`src/design/tbpw_pkg.sv`:
```
`default_nettype none
package tbpw_pkg;
  // register byte offsets
  localparam logic [7:0] OFS_CTRL   = 8'h00; // enable, invert, output level
  localparam logic [7:0] OFS_DUTY   = 8'h04; // duty high [15:8], low [7:6]
  localparam logic [7:0] OFS_PERIOD = 8'h08; // period limit [7:0]
  localparam logic [7:0] OFS_TIMER  = 8'h0C; // run, prescale, sleep, source
  localparam logic [7:0] OFS_PIN    = 8'h10; // pin direction, latch
  localparam logic [7:0] OFS_COUNT  = 8'h14; // timer count (read only)
  // control register fields
  localparam int CTRL_EN  = 7;
  localparam int CTRL_OUT = 5;
  localparam int CTRL_INV = 4;
  // duty register fields
  localparam int DUTY_HI_LSB = 8;
  localparam int DUTY_LO_LSB = 6;
  // timer register fields
  localparam int TMR_RUN   = 7;
  localparam int TMR_SLEEP = 6;
  localparam int TMR_PS_LSB = 4;
  localparam int TMR_SRC_LSB = 0;
  // pin register fields
  localparam int PIN_DIR   = 0;
  localparam int PIN_LATCH = 1;
  // reset values
  localparam logic [7:0] PERIOD_RST = 8'hFF;
  localparam logic [1:0] SRC_RST    = 2'h1; // second general timer
  localparam logic       DIR_RST    = 1'b1; // input direction
  // bus responses
  localparam logic [1:0] RESP_OKAY   = 2'h0;
  localparam logic [1:0] RESP_SLVERR = 2'h2;
  // prescale selections
  typedef enum logic [1:0] {
    PS_1  = 2'b00,
    PS_4  = 2'b01,
    PS_16 = 2'b10,
    PS_64 = 2'b11
  } tbpw_ps_t;
  localparam logic [5:0] PS_MAX_1  = 6'h00;
  localparam logic [5:0] PS_MAX_4  = 6'h03;
  localparam logic [5:0] PS_MAX_16 = 6'h0F;
  localparam logic [5:0] PS_MAX_64 = 6'h3F;
endpackage
`default_nettype wire

```
`src/design/tbpw_modulator.sv`:
```
// Behaviour
// - time base is 8-bit timer count joined with two low phase bits
// - at prescale 1:1 the two low bits come from the system clock phase
// - output goes active when the selected timer count clears to zero
// - output goes inactive when time base equals buffered 10-bit duty
// - duty at or above period limit never clears the output
// - on period match: count clears, output active, duty copied to shadow
// - zero duty keeps output inactive at period restart
// - duty fields double buffered, writable anytime, used at match only
// - invert bit inverts the output
// - period is (limit+1) times 4 clocks times prescale ratio
// - pulse width is duty times one clock times prescale ratio
// - timer postscaler has no effect on the modulator
// - timer source select field picks the timer, default second timer
// - instances share the timer period, duty is per instance
// - full 10-bit resolution only with period limit 255
// - in sleep timer and modulator freeze, pin holds, resumes after
// - reset returns registers to reset values and pin to input
// - output muxed with latch, reaches pin only when direction is output
// - enable bit switches modulator on and off
// - read-only status bit returns current output level
`default_nettype none
module tbpw_modulator #(
  parameter int NUM_SRC = 4
) (
  // clock and reset
  input  wire logic        mclk,
  input  wire logic        reset,
  // axi4-lite write address
  input  wire logic [7:0]  awaddr,
  input  wire logic        awvalid,
  output logic             awready,
  // axi4-lite write data
  input  wire logic [31:0] wdata,
  input  wire logic [3:0]  wstrb,
  input  wire logic        wvalid,
  output logic             wready,
  // axi4-lite write response
  output logic [1:0]       bresp,
  output logic             bvalid,
  input  wire logic        bready,
  // axi4-lite read
  input  wire logic [7:0]  araddr,
  input  wire logic        arvalid,
  output logic             arready,
  output logic [31:0]      rdata,
  output logic [1:0]       rresp,
  output logic             rvalid,
  input  wire logic        rready,
  // other timers' restart pulses, index 1 is the internal timer
  input  wire logic [NUM_SRC-1:0] extRestart,
  // pin
  output logic             pinOut,
  output logic             pinOe
);

  // ----------------------------------------------------------------
  // registers
  // ----------------------------------------------------------------
  logic       enable_q;
  logic       invert_q;
  logic [7:0] dutyHigh_q;
  logic [1:0] dutyLow_q;
  logic [7:0] periodLimit_q;
  logic       timerRun_q;
  logic       sleep_q;
  logic [1:0] prescaleSel_q;
  logic [1:0] srcSel_q;
  logic       pinDir_q;
  logic       pinLatch_q;
  logic [7:0] timerCount_q;
  logic [5:0] prescale_q;
  logic [1:0] phase_q;
  logic [9:0] dutyShadow_q;
  logic       pwm_q;
  logic       pwmOut;
  logic       awHeld_q;
  logic [7:0] awAddr_q;
  logic       wHeld_q;
  logic [31:0] wData_q;
  logic [3:0] wStrb_q;
  logic       bvalid_q;
  logic [1:0] bresp_q;
  logic       rvalid_q;
  logic [31:0] rdata_q;
  logic [1:0] rresp_q;

  // mapped address check, used by the write response only
  function automatic logic isMapped(input logic [7:0] a);
    if (a == tbpw_pkg::OFS_CTRL) isMapped = 1'b1;
    else if (a == tbpw_pkg::OFS_DUTY) isMapped = 1'b1;
    else if (a == tbpw_pkg::OFS_PERIOD) isMapped = 1'b1;
    else if (a == tbpw_pkg::OFS_TIMER) isMapped = 1'b1;
    else if (a == tbpw_pkg::OFS_PIN) isMapped = 1'b1;
    else if (a == tbpw_pkg::OFS_COUNT) isMapped = 1'b1;
    else isMapped = 1'b0;
  endfunction

  // ----------------------------------------------------------------
  // bus slave
  // ----------------------------------------------------------------
  logic        doWrite;
  logic [7:0]  wAddr;
  logic [31:0] wDat;
  logic [3:0]  wStb;
  assign awready = !awHeld_q && !bvalid_q;
  assign wready  = !wHeld_q && !bvalid_q;
  assign wAddr   = awHeld_q ? awAddr_q : awaddr;
  assign wDat    = wHeld_q ? wData_q : wdata;
  assign wStb    = wHeld_q ? wStrb_q : wstrb;
  assign doWrite = (awHeld_q || (awvalid && awready))
                && (wHeld_q || (wvalid && wready));
  assign bvalid  = bvalid_q;
  assign bresp   = bresp_q;
  assign arready = !rvalid_q;
  assign rvalid  = rvalid_q;
  assign rdata   = rdata_q;
  assign rresp   = rresp_q;

  // write channel capture, either order
  always_ff @(posedge mclk) begin
    if (reset || doWrite) begin
      awHeld_q <= 1'b0;
      wHeld_q  <= 1'b0;
    end else begin
      if (awvalid && awready) awHeld_q <= 1'b1;
      if (wvalid && wready) wHeld_q <= 1'b1;
    end
  end

  // held write payload
  always_ff @(posedge mclk) begin
    if (reset) begin
      awAddr_q <= 8'h00;
      wData_q  <= 32'h00000000;
      wStrb_q  <= 4'h0;
    end else begin
      if (awvalid && awready) awAddr_q <= awaddr;
      if (wvalid && wready) begin
        wData_q <= wdata;
        wStrb_q <= wstrb;
      end
    end
  end

  // write response
  always_ff @(posedge mclk) begin
    if (reset) begin
      bvalid_q <= 1'b0;
      bresp_q  <= tbpw_pkg::RESP_OKAY;
    end else if (doWrite) begin
      bvalid_q <= 1'b1;
      bresp_q  <= isMapped(wAddr) ? tbpw_pkg::RESP_OKAY
                                  : tbpw_pkg::RESP_SLVERR;
    end else if (bready) begin
      bvalid_q <= 1'b0;
    end
  end

  // read response
  always_ff @(posedge mclk) begin
    if (reset) begin
      rvalid_q <= 1'b0;
      rdata_q  <= 32'h00000000;
      rresp_q  <= tbpw_pkg::RESP_OKAY;
    end else if (arvalid && arready) begin
      rvalid_q <= 1'b1;
      rresp_q  <= tbpw_pkg::RESP_OKAY;
      rdata_q  <= 32'h00000000;
      if (araddr == tbpw_pkg::OFS_CTRL) begin
        rdata_q[tbpw_pkg::CTRL_EN]  <= enable_q;
        rdata_q[tbpw_pkg::CTRL_OUT] <= pwmOut;
        rdata_q[tbpw_pkg::CTRL_INV] <= invert_q;
      end else if (araddr == tbpw_pkg::OFS_DUTY) begin
        rdata_q[tbpw_pkg::DUTY_HI_LSB +: 8] <= dutyHigh_q;
        rdata_q[tbpw_pkg::DUTY_LO_LSB +: 2] <= dutyLow_q;
      end else if (araddr == tbpw_pkg::OFS_PERIOD) begin
        rdata_q[7:0] <= periodLimit_q;
      end else if (araddr == tbpw_pkg::OFS_TIMER) begin
        rdata_q[tbpw_pkg::TMR_RUN]          <= timerRun_q;
        rdata_q[tbpw_pkg::TMR_SLEEP]        <= sleep_q;
        rdata_q[tbpw_pkg::TMR_PS_LSB +: 2]  <= prescaleSel_q;
        rdata_q[tbpw_pkg::TMR_SRC_LSB +: 2] <= srcSel_q;
      end else if (araddr == tbpw_pkg::OFS_PIN) begin
        rdata_q[tbpw_pkg::PIN_DIR]   <= pinDir_q;
        rdata_q[tbpw_pkg::PIN_LATCH] <= pinLatch_q;
      end else if (araddr == tbpw_pkg::OFS_COUNT) begin
        rdata_q[7:0] <= timerCount_q;
      end else begin
        rresp_q <= tbpw_pkg::RESP_SLVERR;
      end
    end else if (rready) begin
      rvalid_q <= 1'b0;
    end
  end

  // ----------------------------------------------------------------
  // register writes
  // ----------------------------------------------------------------
  // reset values
  always_ff @(posedge mclk) begin
    if (reset) begin
      enable_q      <= 1'b0;
      invert_q      <= 1'b0;
      dutyLow_q     <= 2'h0;
      periodLimit_q <= tbpw_pkg::PERIOD_RST;
      timerRun_q    <= 1'b0;
      sleep_q       <= 1'b0;
      prescaleSel_q <= 2'h0;
      srcSel_q      <= tbpw_pkg::SRC_RST;
      pinDir_q      <= tbpw_pkg::DIR_RST;
      pinLatch_q    <= 1'b0;
    end else if (doWrite && wStb[0]) begin
      if (wAddr == tbpw_pkg::OFS_CTRL) begin
        enable_q <= wDat[tbpw_pkg::CTRL_EN];
        invert_q <= wDat[tbpw_pkg::CTRL_INV];
      end else if (wAddr == tbpw_pkg::OFS_DUTY) begin
        dutyLow_q <= wDat[tbpw_pkg::DUTY_LO_LSB +: 2];
      end else if (wAddr == tbpw_pkg::OFS_PERIOD) begin
        periodLimit_q <= wDat[7:0];
      end else if (wAddr == tbpw_pkg::OFS_TIMER) begin
        timerRun_q    <= wDat[tbpw_pkg::TMR_RUN];
        sleep_q       <= wDat[tbpw_pkg::TMR_SLEEP];
        prescaleSel_q <= wDat[tbpw_pkg::TMR_PS_LSB +: 2];
        srcSel_q      <= wDat[tbpw_pkg::TMR_SRC_LSB +: 2];
      end else if (wAddr == tbpw_pkg::OFS_PIN) begin
        pinDir_q   <= wDat[tbpw_pkg::PIN_DIR];
        pinLatch_q <= wDat[tbpw_pkg::PIN_LATCH];
      end
    end
  end

  // duty high byte lives in lane 1
  always_ff @(posedge mclk) begin
    if (reset) begin
      dutyHigh_q <= 8'h00;
    end else if (doWrite && wStb[1] && wAddr == tbpw_pkg::OFS_DUTY) begin
      dutyHigh_q <= wDat[tbpw_pkg::DUTY_HI_LSB +: 8];
    end
  end

  // ----------------------------------------------------------------
  // time base
  // ----------------------------------------------------------------
  logic [5:0] psMax;
  logic       psTick;
  logic       periodMatch;
  logic       restart;
  logic       running;
  logic [9:0] timeBase;

  // prescale terminal count
  always_comb begin
    case (tbpw_pkg::tbpw_ps_t'(prescaleSel_q))
      tbpw_pkg::PS_1:  psMax = tbpw_pkg::PS_MAX_1;
      tbpw_pkg::PS_4:  psMax = tbpw_pkg::PS_MAX_4;
      tbpw_pkg::PS_16: psMax = tbpw_pkg::PS_MAX_16;
      default:         psMax = tbpw_pkg::PS_MAX_64;
    endcase
  end

  assign running = timerRun_q && !sleep_q;
  assign psTick  = running && (prescale_q == psMax);
  // increment of the count: four low-bit phases per timer step
  assign periodMatch = timerCount_q == periodLimit_q;
  // source select, internal timer at index 1
  assign restart = (srcSel_q == tbpw_pkg::SRC_RST)
                 ? (psTick && phase_q == 2'h3 && periodMatch)
                 : (!sleep_q && extRestart[srcSel_q]); // frozen in sleep
  // joined time base; low bits from clock phase
  assign timeBase = {timerCount_q, phase_q};

  // prescaler, advances every clock while running, held at zero otherwise (no postscaler used)
  always_ff @(posedge mclk) begin
    if (reset || !running) begin
      prescale_q <= 6'h00;
    end else if (psTick) begin
      prescale_q <= 6'h00;
    end else begin
      prescale_q <= prescale_q + 6'h01;
    end
  end

  // low phase then timer count; no postscaler
  always_ff @(posedge mclk) begin
    if (reset) begin
      phase_q      <= 2'h0;
      timerCount_q <= 8'h00;
    end else if (psTick) begin
      phase_q <= phase_q + 2'h1;
      if (phase_q == 2'h3) begin
        timerCount_q <= periodMatch ? 8'h00 : timerCount_q + 8'h01;
      end
    end
  end

  // own duty shadow, period limit shared with the timer
  always_ff @(posedge mclk) begin
    if (reset) begin
      dutyShadow_q <= 10'h000;
    end else if (restart) begin
      dutyShadow_q <= {dutyHigh_q, dutyLow_q};
    end
  end

  // ----------------------------------------------------------------
  // output
  // ----------------------------------------------------------------
  logic [9:0] nextDuty;
  logic       dutyFull;
  logic       dutyHit;
  assign nextDuty = {dutyHigh_q, dutyLow_q};
  // duty at or above the limit never clears
  assign dutyFull = dutyShadow_q >= {periodLimit_q, 2'h0};
  // clear as the time base steps onto the duty value
  assign dutyHit  = psTick && (timeBase + 10'h001 == dutyShadow_q)
                 && !dutyFull;

  // set at restart, clear at duty
  always_ff @(posedge mclk) begin
    if (reset || !enable_q) begin
      pwm_q <= 1'b0;
    end else if (restart) begin
      pwm_q <= nextDuty != 10'h000;
    end else if (dutyHit) begin
      pwm_q <= 1'b0;
    end
  end

  assign pwmOut = pwm_q ^ invert_q;

  // pin mux with latch, driven only when direction is output
  always_ff @(posedge mclk) begin
    if (reset) begin
      pinOut <= 1'b0;
      pinOe  <= 1'b0;
    end else begin
      pinOut <= enable_q ? pwmOut : pinLatch_q;
      pinOe  <= !pinDir_q;
    end
  end

  // ----------------------------------------------------------------
  // checks
  // ----------------------------------------------------------------
  property p_disabled;
    @(posedge mclk) disable iff (reset) !enable_q |=> !pwm_q;
  endproperty
  a_disabled: assert property (p_disabled)
    else $error("output active while disabled");

  property p_restart_set;
    @(posedge mclk) disable iff (reset)
      enable_q && restart && nextDuty != 10'h000 |=> pwm_q;
  endproperty
  a_restart_set: assert property (p_restart_set)
    else $error("output not set at restart");

  property p_zero_duty;
    @(posedge mclk) disable iff (reset)
      restart && nextDuty == 10'h000 |=> !pwm_q;
  endproperty
  a_zero_duty: assert property (p_zero_duty)
    else $error("zero duty output set");

  property p_shadow;
    @(posedge mclk) disable iff (reset)
      restart |=> dutyShadow_q == $past(nextDuty);
  endproperty
  a_shadow: assert property (p_shadow)
    else $error("shadow not loaded");

  property p_shadow_hold;
    @(posedge mclk) disable iff (reset)
      !restart |=> $stable(dutyShadow_q);
  endproperty
  a_shadow_hold: assert property (p_shadow_hold)
    else $error("shadow changed off match");

  property p_sleep;
    @(posedge mclk) disable iff (reset)
      sleep_q && $past(sleep_q) |-> $stable(timerCount_q) && $stable(pwm_q);
  endproperty
  a_sleep: assert property (p_sleep)
    else $error("state moved in sleep");

  property p_pin_dir;
    @(posedge mclk) disable iff (reset) pinDir_q |=> !pinOe;
  endproperty
  a_pin_dir: assert property (p_pin_dir)
    else $error("pin driven while input");

  property p_wrap;
    @(posedge mclk) disable iff (reset)
      psTick && phase_q == 2'h3 && periodMatch |=> timerCount_q == 8'h00;
  endproperty
  a_wrap: assert property (p_wrap)
    else $error("count not cleared");

  property p_clear;
    @(posedge mclk) disable iff (reset)
      enable_q && !restart && psTick && !dutyFull
      && (timeBase + 10'h001 == dutyShadow_q) |=> !pwm_q;
  endproperty
  a_clear: assert property (p_clear)
    else $error("output not cleared at duty");

  c_restart: cover property (@(posedge mclk) restart && enable_q);
  c_clear: cover property (@(posedge mclk) pwm_q ##1 !pwm_q);
  c_sleep: cover property (@(posedge mclk) sleep_q && timerRun_q);
endmodule
`default_nettype wire

```
`config.mk`:
```
export PLATFORM = sky130hd
export DESIGN_NAME = tbpw_modulator
export DESIGN_NICKNAME = d
export VERILOG_FILES = /design/src/design/tbpw_pkg.sv /design/src/design/tbpw_modulator.sv
export SDC_FILE = /design/constraint.sdc
export NUM_CORES = 1
export LEC_CHECK = 0
export BUFFER_PORTS_ARGS = -buffer_cell sky130_fd_sc_hd__buf_4
export CORE_UTILIZATION = 59
export DETAILED_ROUTE_END_ITERATION = 16
export GPL_TIMING_DRIVEN = 0
export HOLD_SLACK_MARGIN = 0.05
export PLACE_DENSITY = 0.85
export SYNTH_ARGS = -nofsm -noshare
export SYNTH_HDL_FRONTEND = slang
export SYNTH_SLANG_ARGS = --single-unit
```
`constraint.sdc`:
```
create_clock -name mclk -period 5.4 [get_ports mclk]
set_input_delay 1.08 -clock mclk [delete_from_list [all_inputs] [get_ports mclk]]
set_output_delay 1.08 -clock mclk [all_outputs]
set_load 0.02 [all_outputs]
```
==> out/results.txt <==
Most used flip-flop cell after synthesis: sky130_fd_sc_hd__dfxtp_1. Relative slew slack: 0.555. The floorplan step set the die height to 96.4 um. The tools report the final-report hold violation count as 0.

The tools report the hold path startpoint as wData_q[6]$_SDFFE_PP0P_. Post-synthesis cell type with the largest combined area: sky130_fd_sc_hd__dfxtp_1. Counting I/O delays and the setup requirement, the final critical path takes 2.85 ns. From synthesis to final layout, the design area changed by 17.3%. The number of buffers and inverters on the critical path was 2. The floorplan step defined a die boundary enclosing 0.00929 sq mm. The x dimension of the die works out to 96.4 um. The kind of cell with the highest combined delay along the critical path is simple AND/OR/NAND/NOR gates.

The number of slew-limit violations in the final report came out at 0. In the routed design, unresolved DRC markers number 0. The run finished with clean final reports.

The starting density of the core is 0.606. The area share of the largest cell type after synthesis was 0.400; the total negative setup slack was 0 ns. Summing all multi-input logic gate instances after layout gives 0.00283 sq mm. The average wire per cell in the routed design works out to 16.5 um. For this design the static power due to leakage is 0.00256 uW. Derived from the worst setup path, the maximum achievable clock frequency is 0.351 GHz. The total area of sequential cells is 0.00210 sq mm, and the overflow left after global routing is 0.

Synthesis produced a netlist whose cell count is 623. In this run the number of cells on the critical path is 8. The area inside the core boundary was 0.00868 sq mm. After synthesis the cells add up to 0.00526 sq mm. The run gives 2.55 ns as the minimum setup slack in the final design.

TritonCTS created 9 clock buffers. The tree is rooted in a sky130_fd_sc_hd__clkbuf_8. The tools report the H-tree depth reported by CTS as 3. The path depth of the worst reg2reg path is 8, and the total length of routed wires is 13700 um. The number of DRC violations after detailed-routing iteration 0 came out at 478. The number of cells traversed by the worst hold path was 2.

For the worst-case setup slack after placement, the log shows 2.21 ns. The count of port buffers added during placement is 66. The nature of the critical path endpoint was a flop. The min-delay analysis places its worst path in the category flop to flop.

Row generation in the floorplan step produced 34 rows. The total number of vias was 4861. Once detail routing completed, the nets flagged for antenna violations numbered 0. Final-layout fill cell count: 669. The number of different library cells used by synthesis comes to 63. Yosys printed 0 warnings. The number of global-route vias before repair is 4657, and the worst voltage drop across the vdd grid is 0.185 mV. For the number of top-level pins, the log shows 106. Part of the cycle the worst path needs: 0.527. The slowest stage of the critical path belongs to the cell sky130_fd_sc_hd__or4_4. The logs give 3.11 ns for the arrival time reported for the critical path endpoint and 0.39 ns for the clock latency of the later-clocked register in the worst-skew pair.

For this run, the detailed router's first-pass iteration total came to 6. The power per unit of standard cell area is 249 mW/mm^2. Final weighted congestion in routability-driven placement: 0.962. Across the run, the number of max-cap violations was 0. The first global-routing pass estimated 22000 um of wire. The mean area per synthesized cell is 8.44 sq um. Buffers inserted to repair hold after CTS numbered 0. Of all nets on the critical path, the largest fanout is 10. Setup repair after global routing left no endpoint under its margin.

Setup violations remaining at the end of the flow were counted as 0. The clock-pin slew on the worst setup and hold paths was 0.11 ns; the proportion of register bits with asynchronous set or reset after synthesis was 0. STA puts the critical path data required time at 5.67 ns. Yosys instantiated no cell more often than sky130_fd_sc_hd__dfxtp_1.

The sequential area share after synthesis is 0.400, and the post-CTS setup buffer count is 0. The repair_antennas step left the layout with diodes totalling 0. The run gives 0.312 as the total global routing track utilization. STA classifies the critical path startpoint as a primary input.

The setup slack of the most critical reg-to-reg path is 3.06 ns, and the placed wire-length estimate is 10300 um. Entering global routing, the biggest net connects 23 pins. The actual transition at the worst max-transition pin is 0.668 ns.

The number of flip-flops and latches in the synthesized netlist was 105; the largest clock skew in the final design was 0.0154 ns. After clock tree synthesis, the repair step resized 0 gates. The tools report the source of the worst register-to-register timing path as timerCount_q[3]$_SDFFE_PP0P_. TritonCTS built the clock tree. Ranked by instance count, the synthesized netlist is headed by sky130_fd_sc_hd__dfxtp_1, sky130_fd_sc_hd__nor2_1, sky130_fd_sc_hd__nand2_1, sky130_fd_sc_hd__a21oi_1, sky130_fd_sc_hd__mux2i_1.

The tools report the worst hold path endpoint as wData_q[6]$_SDFFE_PP0P_. Initial antenna violation count: 0. The number of enable flip-flop cells after synthesis was 0. The tree built by TritonCTS fans out to 105 sinks.

The proportion of layout cells with a drive suffix above 1 works out to 0.181. Walking the worst path, the cells encountered are buf_4 > or4_4 > nor3_4 > o2111a_1 > nand3_1 > clkbuf_1 > nor3_1 > a21oi_1. Number of buffers on the longest clock path: 2. The worst register-to-register path ends at dutyShadow_q[8]$_SDFFE_PP0P_. By area the synthesized netlist is led by sky130_fd_sc_hd__dfxtp_1, sky130_fd_sc_hd__mux2i_1, sky130_fd_sc_hd__nor2_1, sky130_fd_sc_hd__nand2_1, sky130_fd_sc_hd__a21oi_1.

Using the TritonRoute via totals, the vias-per-cell ratio works out to 5.86. The largest single stage delay on the critical path is 0.54 ns. The worst setup path is of the primary input to flop kind. At the end of the flow, the number of nets in the layout was 791.
tightest hold or removal path, stage by stage, from the launching register on:
cell                      delay (ns)
sky130_fd_sc_hd__dfxtp_1        0.32
sky130_fd_sc_hd__nand2_1        0.05
sky130_fd_sc_hd__a21oi_1        0.05
worst max path at each step:
stage | startpoint | end | slack, ns
finish | awaddr[0] | periodLimit_q[7]$_SDFFE_PP1P_ | 2.55
global route | awaddr[0] | periodLimit_q[2]$_SDFFE_PP1P_ | 2.41
CTS | awaddr[0] | periodLimit_q[7]$_SDFFE_PP1P_ | 2.59
detailed placement | awaddr[0] | periodLimit_q[7]$_SDFFE_PP1P_ | 2.21
global placement | awaddr[0] | periodLimit_q[7]$_SDFFE_PP1P_ | 2.30
floorplan | awaddr[0] | dutyHigh_q[7]$_SDFFE_PP0P_ | 2.64
per-layer routing:
layer | wire [um] | track usage
met2 | 6730 | 0.540
met5 | 0 | 0
met1 | 5470 | 0.365
met3 | 974 | 0.0634
met4 | 559 | 0.158
through the flow:
| stage | area [sq um] | utilization | power, uW | hold slack (ns) | std cells |
|---|---|---|---|---|---|
| after global placement | 5950 | 0.686 | 1030 | 0.438 | 814 |
| after CTS | 6170 | 0.710 | 1530 | 0.460 | 830 |
| final | 6170 | 0.710 | 1540 | 0.461 | 830 |
| after detailed placement | 5950 | 0.686 | 1040 | 0.446 | 814 |
| after global routing | 6170 | 0.710 | 1590 | 0.484 | 830 |
| after floorplan | 5320 | - | 962 | 0.402 | 640 |
layout make-up:
cell class,instances,share of cell area
Inverter,16,0.00974
Tap cell,108,0.0219
Buffer,56,0.0530
Clock buffer,9,0.0201
Sequential cell,105,0.341
Multi-Input combinational cell,463,0.459
Timing Repair Buffer,66,0.0804
Clock inverter,7,0.0148
registers in the layout, summed over array words and instances, names as in the netlist, 2 cells and up:
| register | flops |
|---|---|
| awAddr_q | 8 |
| srcSel_q | 2 |
| timerCount_q | 8 |
| rdata | 16 |
| phase_q | 2 |
| dutyShadow_q | 10 |
| periodLimit_q | 8 |
| dutyHigh_q | 8 |
| prescaleSel_q | 2 |
| wStrb_q | 2 |
| dutyLow_q | 2 |
| prescale_q | 6 |
| wData_q | 16 |
layout by cell type, fill, tap and decap left out, types with 4 or more instances in the layout:
cell | netlist | routed
sky130_fd_sc_hd__nor2_1 | 84 | 84
sky130_fd_sc_hd__dfxtp_1 | 105 | 105
sky130_fd_sc_hd__nand4_1 | 4 | 4
sky130_fd_sc_hd__nor2b_1 | 5 | 5
sky130_fd_sc_hd__a22oi_1 | 12 | 12
sky130_fd_sc_hd__and3_1 | 4 | 4
sky130_fd_sc_hd__nand2b_1 | 4 | 4
sky130_fd_sc_hd__a31oi_1 | 4 | 4
sky130_fd_sc_hd__o21ai_0 | 9 | 9
sky130_fd_sc_hd__mux2i_1 | 32 | 32
sky130_fd_sc_hd__clkbuf_8 | 2 | 11
sky130_fd_sc_hd__or3_1 | 5 | 5
sky130_fd_sc_hd__nand3_1 | 13 | 13
sky130_fd_sc_hd__buf_4 | 19 | 85
sky130_fd_sc_hd__ha_1 | 11 | 11
sky130_fd_sc_hd__conb_1 | 1 | 18
sky130_fd_sc_hd__nor4_1 | 6 | 6
sky130_fd_sc_hd__xor2_1 | 21 | 21
sky130_fd_sc_hd__a211oi_1 | 12 | 12
sky130_fd_sc_hd__inv_1 | 16 | 16
sky130_fd_sc_hd__a21oi_1 | 48 | 48
sky130_fd_sc_hd__clkbuf_1 | 28 | 28
sky130_fd_sc_hd__nor3_1 | 24 | 24
sky130_fd_sc_hd__xnor2_1 | 13 | 13
sky130_fd_sc_hd__nand2_1 | 76 | 76
sky130_fd_sc_hd__mux2_2 | 8 | 8
cell families (layout without fill, tap and decap cells):
group,Yosys count,count (layout),share of synthesized area
mux,41,41,0.0824
buf+inv,72,154,0.0736
simple gates,241,241,0.211
other cells,1,18,0.000713
fa+ha+maj,11,11,0.0262
compound gates,118,118,0.150
xor+xnor,34,34,0.0567
flops,105,105,0.400
power breakdown:
part / total (uW) / switching, uW / internal [uW]
clock: 514 / 323 / 191
sequential: 810 / 13.5 / 796
combinational: 212 / 126 / 86.3
total: 1540 / 462 / 1070
(Power assumes the default switching activity.)
